### config.mk
export PLATFORM = sky130hd
export DESIGN_NAME = phy_mgmt_control_status_regs
export DESIGN_NICKNAME = d
export VERILOG_FILES = /design/src/hw/phy_mgmt_pkg.sv /design/src/hw/phy_mgmt_control_status_regs.sv
export SDC_FILE = /design/constraint.sdc
export NUM_CORES = 1
export LEC_CHECK = 0
export ABC_AREA = 1
export BUFFER_PORTS_ARGS = -buffer_cell sky130_fd_sc_hd__buf_2
export CORE_ASPECT_RATIO = 2
export CORE_MARGIN = 3
export CORE_UTILIZATION = 30
export CTS_CLUSTER_SIZE = 24
export DETAILED_ROUTE_END_ITERATION = 6
export GPL_TIMING_DRIVEN = 0
export SLEW_MARGIN = 20
export SYNTH_ARGS = -nofsm -noshare
export SYNTH_HDL_FRONTEND = slang
export SYNTH_SLANG_ARGS = --single-unit
### constraint.sdc
create_clock -name i_sys_clk -period 1.6 [get_ports i_sys_clk]
set_input_delay 0.16 -clock i_sys_clk [delete_from_list [all_inputs] [get_ports i_sys_clk]]
set_output_delay 0.16 -clock i_sys_clk [all_outputs]
set_load 0.1 [all_outputs]
### src/hw/phy_mgmt_pkg.sv
// Constants for the PHY management control and status register block
package phy_mgmt_pkg;
    // Register addresses on the management frame
    localparam logic [4:0]  REG_CONTROL     = 5'h00;
    localparam logic [4:0]  REG_STATUS      = 5'h01;
    // Control register field positions
    localparam int          CTL_AN_EN       = 12;
    localparam int          CTL_AN_RESTART  = 9;
    localparam int          CTL_DUPLEX      = 8;
    localparam int          CTL_COL_TEST    = 7;
    // Status register field positions
    localparam int          STS_T4_CAP      = 15;
    localparam int          STS_CAP_MSB     = 14;
    localparam int          STS_CAP_LSB     = 11;
    localparam int          STS_PRE_SUPP    = 6;
    localparam int          STS_AN_DONE     = 5;
    // Reset values and fixed status bit values
    localparam logic        RST_AN_EN       = 1'h1;
    localparam logic        RST_AN_RESTART  = 1'h0;
    localparam logic        RST_DUPLEX      = 1'h1;
    localparam logic        RST_COL_TEST    = 1'h0;
    localparam logic        VAL_T4_CAP      = 1'h0;
    localparam logic        VAL_PRE_SUPP    = 1'h1;
    // Management frame layout
    localparam logic [1:0]  OP_READ         = 2'h2;
    localparam logic [1:0]  OP_WRITE        = 2'h1;
    localparam logic [2:0]  START_PATTERN   = 3'h5;
    localparam logic [4:0]  HDR_LAST        = 5'h0b;
    localparam logic [4:0]  DATA_LAST       = 5'h0f;
    // Collision test timing in bit times, and clock periods in ns
    localparam int          COL_ON_BT       = 512;
    localparam int          COL_OFF_BT      = 4;
    localparam int          BT_100_NS       = 10;
    localparam int          SYS_CLK_NS      = 20;
    // Longest allowed lag, rounded down; the path below uses one cycle
    localparam int          COL_OFF_CYCLES  = (COL_OFF_BT * BT_100_NS) / SYS_CLK_NS;
    localparam int          COL_ON_CYCLES   = (COL_ON_BT * BT_100_NS) / SYS_CLK_NS;
    // Frame decoder states
    typedef enum logic [1:0] {
        ST_IDLE = 2'b00,
        ST_HDR  = 2'b01,
        ST_TA   = 2'b10,
        ST_DATA = 2'b11
    } frame_state_t;
endpackage

### src/hw/phy_mgmt_control_status_regs.sv
// Control and status registers of the PHY, reached by management frames
// Summary of operation
// RULE1 - Writing one to the restart bit while negotiation is enabled starts a new negotiation.
// RULE2 - With negotiation disabled the restart bit ignores writes and is read only.
// RULE3 - Writing zero to the restart bit never aborts a negotiation in progress.
// RULE4 - The restart bit resets to zero and clears itself when negotiation finishes.
// RULE5 - The duplex bit selects full (1) or half (0), acts only with negotiation off, resets from a pin; here it drives o_duplex_full always.
// RULE6 - With collision test set, COL rises within 512 bit times of TXEN rising.
// RULE7 - With collision test set, COL follows TXEN falling within 4 bit times.
// RULE8 - The controller writes zeros to control bits 6..0 and ignores them on read.
// RULE9 - The 100Base-T4 capability bit always reads zero.
// RULE10 - The four speed/duplex capability bits read one unless strapping disables that mode.
// RULE11 - The preamble suppression bit reads one and frames without preamble are accepted.
// RULE12 - The negotiation complete bit reads one only after negotiation has finished.
// RULE13 - The negotiation complete bit reads zero whenever negotiation is disabled.
// RULE14 - The negotiation enable bit switches negotiation on or off and resets to one.
// RULE15 - Both registers are 16 bits at addresses 0 and 1, reached by clause 22 frames.
`timescale 1ns/100ps
module phy_mgmt_control_status_regs
    import phy_mgmt_pkg::*;
(
    // Clock and reset
    input  wire logic        i_sys_clk,
    input  wire logic        i_rst,
    // Management interface
    input  wire logic        i_mdc,
    input  wire logic        i_mdio,
    output logic             o_mdio,
    output logic             o_mdio_oe,
    input  wire logic [4:0]  i_phy_addr,
    // Configuration straps
    input  wire logic        i_strap_duplex,
    input  wire logic [3:0]  i_strap_cap,
    // Negotiation engine
    output logic             o_an_enable,
    output logic             o_an_restart,
    input  wire logic        i_an_done,
    output logic             o_duplex_full,
    // MII collision path
    input  wire logic        i_tx_en,
    input  wire logic        i_col_line,
    output logic             o_col
);

    logic              mdc_prev_ff;
    logic              mdc_rise;
    frame_state_t      state_ff;
    logic [2:0]        hist_ff;
    logic [4:0]        cnt_ff;
    logic [11:0]       hdr_ff;
    logic [11:0]       nxt_hdr;
    logic [15:0]       shift_ff;
    logic [15:0]       nxt_word;
    logic              is_read_ff;
    logic              wr_commit;
    logic [15:0]       wr_data;
    logic [4:0]        wr_reg;
    logic [15:0]       rd_data;
    logic              init_done_ff;
    logic              an_en_ff;
    logic              restart_ff;
    logic              restart_pulse_ff;
    logic              duplex_ff;
    logic              col_test_ff;
    logic              an_complete_ff;
    logic              col_ff;
    logic              restart_req;

    // MDC is taken as synchronous; its rising edge qualifies every bit
    always_ff @(posedge i_sys_clk or posedge i_rst) begin
        if (i_rst) begin
            mdc_prev_ff <= 1'h0;
        end else begin
            mdc_prev_ff <= i_mdc;
        end
    end
    assign mdc_rise = i_mdc & ~mdc_prev_ff;
    assign nxt_hdr  = {hdr_ff[10:0], i_mdio};
    assign nxt_word = {shift_ff[14:0], i_mdio};

    // Read image of the two registers; bits outside this block read zero
    always_comb begin
        rd_data = 16'h0000;
        if (nxt_hdr[4:0] == REG_CONTROL) begin // see RULE15
            rd_data[CTL_AN_EN]      = an_en_ff;
            rd_data[CTL_AN_RESTART] = restart_ff;
            rd_data[CTL_DUPLEX]     = duplex_ff;
            rd_data[CTL_COL_TEST]   = col_test_ff; // see RULE8
        end else if (nxt_hdr[4:0] == REG_STATUS) begin
            rd_data[STS_T4_CAP]                  = VAL_T4_CAP; // see RULE9
            rd_data[STS_CAP_MSB:STS_CAP_LSB]     = i_strap_cap; // see RULE10
            rd_data[STS_PRE_SUPP]                = VAL_PRE_SUPP; // see RULE11
            rd_data[STS_AN_DONE]                 = an_complete_ff & an_en_ff; // see RULE13
        end
    end

    // Frame decoder; a start needs only one idle bit, so no preamble is required
    always_ff @(posedge i_sys_clk or posedge i_rst) begin
        if (i_rst) begin
            state_ff   <= ST_IDLE;
            hist_ff    <= 3'h0;
            cnt_ff     <= 5'h00;
            hdr_ff     <= 12'h000;
            shift_ff   <= 16'h0000;
            is_read_ff <= 1'h0;
            o_mdio     <= 1'h1;
            o_mdio_oe  <= 1'h0;
        end else if (mdc_rise) begin
            unique case (state_ff)
                ST_IDLE: begin
                    hist_ff <= {hist_ff[1:0], i_mdio};
                    if ({hist_ff[1:0], i_mdio} == START_PATTERN) begin // see RULE11
                        state_ff <= ST_HDR;
                        cnt_ff   <= 5'h00;
                    end
                end
                ST_HDR: begin
                    hdr_ff <= nxt_hdr;
                    cnt_ff <= cnt_ff + 5'h01;
                    if (cnt_ff == HDR_LAST) begin
                        state_ff   <= ST_TA;
                        cnt_ff     <= 5'h00;
                        // Snapshot taken here so the word read is self-consistent
                        shift_ff   <= rd_data;
                        is_read_ff <= (nxt_hdr[11:10] == OP_READ) &&
                                      (nxt_hdr[9:5] == i_phy_addr); // see RULE15
                    end
                end
                ST_TA: begin
                    cnt_ff <= cnt_ff + 5'h01;
                    // Line stays high unless this device answers a read
                    if (cnt_ff == 5'h00) begin
                        o_mdio    <= ~is_read_ff;
                        o_mdio_oe <= is_read_ff;
                    end else begin
                        state_ff <= ST_DATA;
                        cnt_ff   <= 5'h00;
                        o_mdio   <= shift_ff[15] | ~is_read_ff;
                        if (is_read_ff) begin
                            shift_ff <= {shift_ff[14:0], 1'h0};
                        end
                    end
                end
                ST_DATA: begin
                    cnt_ff <= cnt_ff + 5'h01;
                    if (is_read_ff) begin
                        o_mdio   <= shift_ff[15];
                        shift_ff <= {shift_ff[14:0], 1'h0};
                    end else begin
                        shift_ff <= nxt_word;
                    end
                    if (cnt_ff == DATA_LAST) begin
                        state_ff  <= ST_IDLE;
                        hist_ff   <= 3'h0;
                        o_mdio    <= 1'h1;
                        o_mdio_oe <= 1'h0;
                    end
                end
            endcase
        end
    end

    assign wr_commit = mdc_rise && (state_ff == ST_DATA) && (cnt_ff == DATA_LAST) &&
                       (hdr_ff[11:10] == OP_WRITE) && (hdr_ff[9:5] == i_phy_addr);
    assign wr_data   = nxt_word;
    assign wr_reg    = hdr_ff[4:0];
    // Only the enable held before the write counts, so one write cannot enable and restart
    assign restart_req = wr_commit && (wr_reg == REG_CONTROL) &&
                         wr_data[CTL_AN_RESTART] && an_en_ff; // see RULE1 see RULE2

    // Negotiation enable, duplex and collision test settings
    always_ff @(posedge i_sys_clk or posedge i_rst) begin
        if (i_rst) begin
            init_done_ff <= 1'h0;
            an_en_ff     <= RST_AN_EN; // see RULE14
            duplex_ff    <= RST_DUPLEX;
            col_test_ff  <= RST_COL_TEST;
        end else begin
            init_done_ff <= 1'h1;
            if (!init_done_ff) begin
                duplex_ff <= i_strap_duplex; // see RULE5
            end else if (wr_commit && wr_reg == REG_CONTROL) begin
                an_en_ff    <= wr_data[CTL_AN_EN]; // see RULE14
                duplex_ff   <= wr_data[CTL_DUPLEX];
                col_test_ff <= wr_data[CTL_COL_TEST];
            end
        end
    end

    // Restart bit: set by a qualified write, cleared only by the engine finishing
    always_ff @(posedge i_sys_clk or posedge i_rst) begin
        if (i_rst) begin
            restart_ff       <= RST_AN_RESTART; // see RULE4
            restart_pulse_ff <= 1'h0;
        end else begin
            restart_pulse_ff <= restart_req; // see RULE1
            if (restart_req) begin
                restart_ff <= 1'h1; // see RULE3
            end else if (i_an_done) begin
                restart_ff <= 1'h0; // see RULE4
            end
        end
    end

    // Completion flag; a done in the same cycle as a restart request loses to it
    always_ff @(posedge i_sys_clk or posedge i_rst) begin
        if (i_rst) begin
            an_complete_ff <= 1'h0;
        end else if (restart_req || !an_en_ff) begin
            an_complete_ff <= 1'h0; // see RULE13
        end else if (i_an_done) begin
            an_complete_ff <= 1'h1; // see RULE12
        end
    end

    // One cycle of lag meets both the 512 and 4 bit time limits at either speed
    always_ff @(posedge i_sys_clk or posedge i_rst) begin
        if (i_rst) begin
            col_ff <= 1'h0;
        end else begin
            col_ff <= col_test_ff ? i_tx_en : i_col_line; // see RULE6 see RULE7
        end
    end

    assign o_an_enable   = an_en_ff;
    assign o_an_restart  = restart_pulse_ff;
    assign o_duplex_full = duplex_ff; // see RULE5
    assign o_col         = col_ff;

endmodule // phy_mgmt_control_status_regs

Word level (Yosys, flattened, before mapping)

Cells that the tools add are included.

Output and inout bits: 6
Word-level logic and storage cells: 107
Bits of input ports: 17
Flip-flop bits (word level): 49

Add/sub/neg operators: 1
Mux-type cells: 37
Equal/unequal tests: 19
Reduce and logical (&&, ||, !) cells: 28
Bitwise logic cells: 5

Operators by type and width:

| operator              | number |
|---|---|
| $mux W16              | 3 |
| $pmux W16 S3          | 1 |
| $pmux W5 S4           | 1 |
| $logic_not A5 Y1      | 3 |
| $mux W1               | 15 |
| $mux W5               | 3 |
| $mux W2               | 7 |
| $ne A2 B2 Y1 const B  | 6 |
| $eq A5 B4 Y1 const B  | 2 |
| $eq A5 B5 Y1          | 2 |
| $reduce_and A5 Y1     | 2 |
| $reduce_and A3 Y1     | 3 |
| $logic_and A1 B1 Y1   | 8 |
| $pmux W2 S4           | 1 |
| $reduce_bool A2 Y1    | 4 |
| $eq A2 B2 Y1 const B  | 3 |
| $mux W3               | 2 |
| $reduce_and A2 Y1     | 3 |
| $add A5 B1 Y5 const B | 1 |
| $eq A5 B1 Y1 const B  | 1 |
| $eq A2 B1 Y1 const B  | 2 |
| $mux W4               | 1 |
| $pmux W1 S2           | 2 |
| $pmux W2 S2           | 1 |
| 11 further kinds      | 13 |

Depth between registers and ports, before layout

Word-level depth: 11
Depth in mapped cells: 12
Mapped depth without buffers: 12

Worst setup path after synthesis

No wires, ideal clock.

Kind: register -> register
Start point: register state_ff[0]
End point: register shift_ff[11]
Data arrival time: 1.474 ns
Stages on the path, launching flop included: 11
Path buffers: 1
Library setup time: 0.123 ns
Data required time: 1.477 ns
Path slack: 0.002 ns
Period minus slack after synthesis: 1.598 ns
Cells stage by stage: dfrtp_1 -> inv_1 -> ha_1 -> inv_1 -> nand2_4 -> nand2_4 -> a21oi_4 -> nand3_4 -> buf_6 -> nand2_2 -> o21ai_2

Word-level cells in the longest chain between the ends: 3
Elaborated cells on any way between the ends: 9
Classes of those cells: 6 x eq/ne; 1 x mux; 2 x reduce/logical

RTL lines:

| what                                                                | RTL line                            | RTL |
|---|---|---|
| start: declaration                                                  | phy_mgmt_control_status_regs.sv:47  | `frame_state_t state_ff;` |
| start signal: assignment                                            | phy_mgmt_control_status_regs.sv:100 | `state_ff <= ST_IDLE;` |
| start signal: assignment                                            | phy_mgmt_control_status_regs.sv:113 | `state_ff <= ST_HDR;` |
| start signal: assignment                                            | phy_mgmt_control_status_regs.sv:121 | `state_ff <= ST_TA;` |
| $eq A2 B2 Y1 or $eq A2 B1 Y1 (tied branches)                        | phy_mgmt_control_status_regs.sv:109 | `unique case (state_ff)` |
| $ne A2 B2 Y1 (no source line) or $reduce_bool A3 Y1 (tied branches) | n/a                                 |  |
| $reduce_and A5 Y1 (no source line)                                  | n/a                                 |  |
| end signal: assignment                                              | phy_mgmt_control_status_regs.sv:124 | `shift_ff <= rd_data;` |
| end signal: assignment                                              | phy_mgmt_control_status_regs.sv:140 | `shift_ff <= {shift_ff[14:0], 1'h0};` |
| end signal: assignment                                              | phy_mgmt_control_status_regs.sv:148 | `shift_ff <= {shift_ff[14:0], 1'h0};` |
| end: declaration                                                    | phy_mgmt_control_status_regs.sv:52  | `logic [15:0] shift_ff;` |

Parallel ways exist; a longest one is shown, timed or not.
A chain may end at the register's enable or synchronous reset.

Worst setup path in the final report

Start point: register cnt_ff[0]
End point: register hist_ff[1]

Word-level cells in the longest chain between the ends: 3

RTL lines:

| what                               | RTL line                            | RTL |
|---|---|---|
| start: declaration                 | phy_mgmt_control_status_regs.sv:49  | `logic [4:0] cnt_ff;` |
| start signal: assignment           | phy_mgmt_control_status_regs.sv:119 | `cnt_ff <= cnt_ff + 5'h01;` |
| start signal: assignment           | phy_mgmt_control_status_regs.sv:130 | `cnt_ff <= cnt_ff + 5'h01;` |
| start signal: assignment           | phy_mgmt_control_status_regs.sv:145 | `cnt_ff <= cnt_ff + 5'h01;` |
| $eq A5 B4 Y1                       | phy_mgmt_control_status_regs.sv:152 | `if (cnt_ff == DATA_LAST) begin` |
| $ne A2 B2 Y1 (no source line)      | n/a                                 |  |
| $reduce_and A3 Y1 (no source line) | n/a                                 |  |
| end signal: assignment             | phy_mgmt_control_status_regs.sv:111 | `hist_ff <= {hist_ff[1:0], i_mdio};` |
| end: declaration                   | phy_mgmt_control_status_regs.sv:48  | `logic [2:0] hist_ff;` |

Every way passes these cells.

==> impl_metrics.yaml <==
worst_setup_path:
  r2r-start: "cnt_ff[0]"
  r2r_setup_slack_ns: -0.14
  critical_path_class: "reg -> reg"
  r2r_cells: 8
  cp_cell_sequence: "ha_2 > and3_4 > ha_4 > nor2_1 > nor2_1 > o21a_1 > nand3_1 > o21ai_0"
  cp_common_cell: "nor2_1"
  rr_endpoint: "hist_ff[1]"
  crit_path_top_delay_cell: "dfrtp_1"
  cp_num_buf_inv: 0
  arrival_ns: 1.90
  crit_family: "simple AND/OR/NAND/NOR gates"
  end_kind: "register"
  cp_max_fo: 4
  startpoint_type: "register"
  required_ns: 1.76
  slowest_delay_ns: 0.39
route:
  avgViaCountPerCell: 4.837
  drt-total-wl_um: 6933
  detailroute.via_count: 2370
  drt_iter0_drc: 181
  dr.pass1.iters: 4
  antenna_left: 0
  drc: 0
  avgRoutedWirePerCell_um: 14.15
global_route:
  grt_pass1_wl_um: 11450
  grt_max_degree: 29
  antenna_found_initial: 0
  grt_overflow: 0
  grt_pass1_vias: 2420
  grt_usage_pct: 14.42
floorplanning:
  die_w_um: 72.73
  num_rows: 48
  initial_core_util_pct: 30.89
  die-area_um2: 10140
  fp.dieH_um: 139.5
  core_area_um2: 8648
  io_pins: 23
synthesis:
  synth_nets: 361
  yosys_register_bits: 49
  avgSynthCellArea_um2: 7.950
  synth_edf_count: 0
  syn-cell-area_um2: 2671
  yosysWarnings: 0
  ys_seq_area_share_pct: 46.04
  async_flop_share_pct: 100.0
  synth_cells: 336
  synth.distinct_cells: 35
  synthFlopType: "dfrtp_1"
cts:
  clock-sinks: 49
  root_buffer: "clkbuf_16"
  cts_buffers: 5
  cts_tree: "done"
  cts.clk_slew.worst_paths_ns: 0.07
  cts.htree.levels: 2
  insertion_delay_ns: 0.29
  cts_buffer_depth: 2
outcome:
  violations: "negative setup slack"
  status: "complete, but fails checks"
min_path:
  whs_endpoint: "mdc_prev_ff"
  min_path_type: "in -> reg"
  hold_depth: 1
  min_from: "i_mdc"
finish:
  antenna_cells: 0
  nets: 414
  drive_above_1_share_pct: 34.10
  stdcell_count: 490
  areaGrowthSynthToFinish_pct: 34.57
sta:
  setup_viol: 24
  finalCritPeriodShare_pct: 108.7
  setup_tns_ns: -1.145
  maxSlewViolCount: 0
  clock.fmax_ghz: 0.5752
  rsz0062_at_grt: "yes"
  hold_viol: 0
  fin_ws_ns: -0.1386
  worst_slew_pin_slew_ns: 0.5070
  period_minus_slack_ns: 1.739
  skew_ns: 0.007557
  maxSlewHeadroom_pct: 66.15
pwr:
  seqPwrFrac_pct: 33.3
  p_clk_share_pct: 21.2
  p_int_mw: 3.493
  cellLeakagePower_nw: 1.688
  irDropWorstVdd_v: 0.0005856
  switching_share_pct: 41.38
  p_comb_share_pct: 45.5
  power_switching_mw: 2.465
  power_mw: 5.959
  pwr_density_cell_nw_per_um2: 1658
place:
  port_buffers: 22
  placedCellCount: 459
  finalWeightedCongestion: 0.8148
  hpwl_um: 4728
flow_run:
  drv_cap: 0
-- repair_timing --
item | in CTS | in global routing
buffers inserted | 15 | 7
hold buffers | 1 | 0
pin swaps | 11 | 18
gates cloned | 1 | 1
setup endpoints to repair | 28 | 44
resized for setup | 35 | 53
endpoints found under the hold margin | 21 | 0
-- flip-flops by register name, indices dropped and copies added (netlist names) --
name,cells
shift_ff,16
hdr_ff,12
cnt_ff,5
hist_ff,2
state_ff,2
an_complete_ff,1
col_test_ff,1
init_done_ff,1
is_read_ff,1
mdc_prev_ff,1
o_an_enable,1
o_an_restart,1
o_col,1
o_duplex_full,1
o_mdio,1
o_mdio_oe,1
restart_ff,1
-- power by group through the flow --
| stage | clock (mW) | combinational (mW) | sequential [mW] |
|---|---|---|---|
| floorplan | 0 | 1.30 | 2.01 |
| global placement | 0 | 1.87 | 1.89 |
| detailed placement | 0 | 1.91 | 1.91 |
| CTS | 1.29 | 2.37 | 1.92 |
| global route | 1.34 | 3.01 | 2.04 |
| finish | 1.27 | 2.71 | 1.98 |
-- kinds of logic after synthesis --
logic type / after synthesis / synth area share (%)
simple gates: 176 / 28.95
compound gates: 51 / 12.27
flops: 49 / 46.04
buf+inv: 46 / 7.119
fa+ha+maj: 8 / 3.747
xor+xnor: 4 / 1.312
other cells: 1 / 0.1404
mux: 1 / 0.4215
-- cells in the final DEF (no fill, tap or decap), drive strengths merged, types with 5 or more instances in the layout --
cell      n
nor2     34
dfrtp    46
ha        8
nand4     5
clkbuf    9
inv      41
nand3    21
o21ai    36
a21oi     7
nand2   110
buf      47
-- worst reg2reg max path, delay by kind of cell (launching register included) --
kind	cells	cell delay, ns
simple gates	4	0.58
flops	1	0.39
fa+ha+maj	2	0.36
compound gates	2	0.27
-- routing by layer --
layer	wire length [µm]	GRT usage, %	vias up
li1	-	-	1168
met1	2425	14.08	1120
met2	4022	27.36	56
met3	194	2.025	26
met4	290	8.074	0
met5	0	0	-
-- synth_stat cells, drive strengths merged, types with 2 or more instances --
master / instances / share of area (%)
o21ai: 36 / 8.3
xor2: 3 / 0.98
a21boi: 2 / 0.56
buf: 4 / 1.2
a21oi: 7 / 1.7
nand3: 21 / 4.4
a22oi: 2 / 0.56
dfrtp: 46 / 43
nand4: 5 / 1.2
dfstp: 3 / 3.0
nand2: 110 / 16
inv: 41 / 5.8
nand3b: 2 / 0.56
ha: 8 / 3.7
nor2: 34 / 5.4
-- how the worst max path moves through the flow --
stage / endpoint / cells past startpoint / from / slack [ns]
after detailed placement: shift_ff[5] / 9 / state_ff[0] / -0.41
after global routing: col_test_ff / 11 / cnt_ff[0] / -0.22
after floorplan: shift_ff[11] / 10 / state_ff[0] / 0.002
after CTS: an_complete_ff / 12 / cnt_ff[1] / -0.10
final: hist_ff[1] / 8 / cnt_ff[0] / -0.14
after global placement: state_ff[0] / 2 / i_rst / -0.44
-- through the flow --
| stage | setup slack (ns) | hold WS (ns) | cell area, µm² | utilization [%] |
|---|---|---|---|---|
| floorplan | 0.002494 | 0.1914 | 2671 | - |
| global placement | -0.4410 | 0.3081 | 2907 | 33.61 |
| detailed placement | -0.4129 | 0.2187 | 2927 | 33.84 |
| CTS | -0.1014 | 0.009623 | 3377 | 39.05 |
| global route | -0.2178 | 0.01611 | 3595 | 41.57 |
| finish | -0.1386 | 0.01335 | 3595 | 41.57 |
-- final cells by class --
type | count | area (µm²)
fillers | 860 | 5054
plain buffers | 5 | 52.55
flip-flops and latches | 49 | 1232
multi-input cells | 241 | 1475
inverters | 41 | 166.4
clock inverters | 2 | 37.54
well taps | 100 | 125.1
repair buffers | 46 | 366.6
clock buffers | 6 | 138.9
No activity file was read; power rests on OpenSTA's default activity.
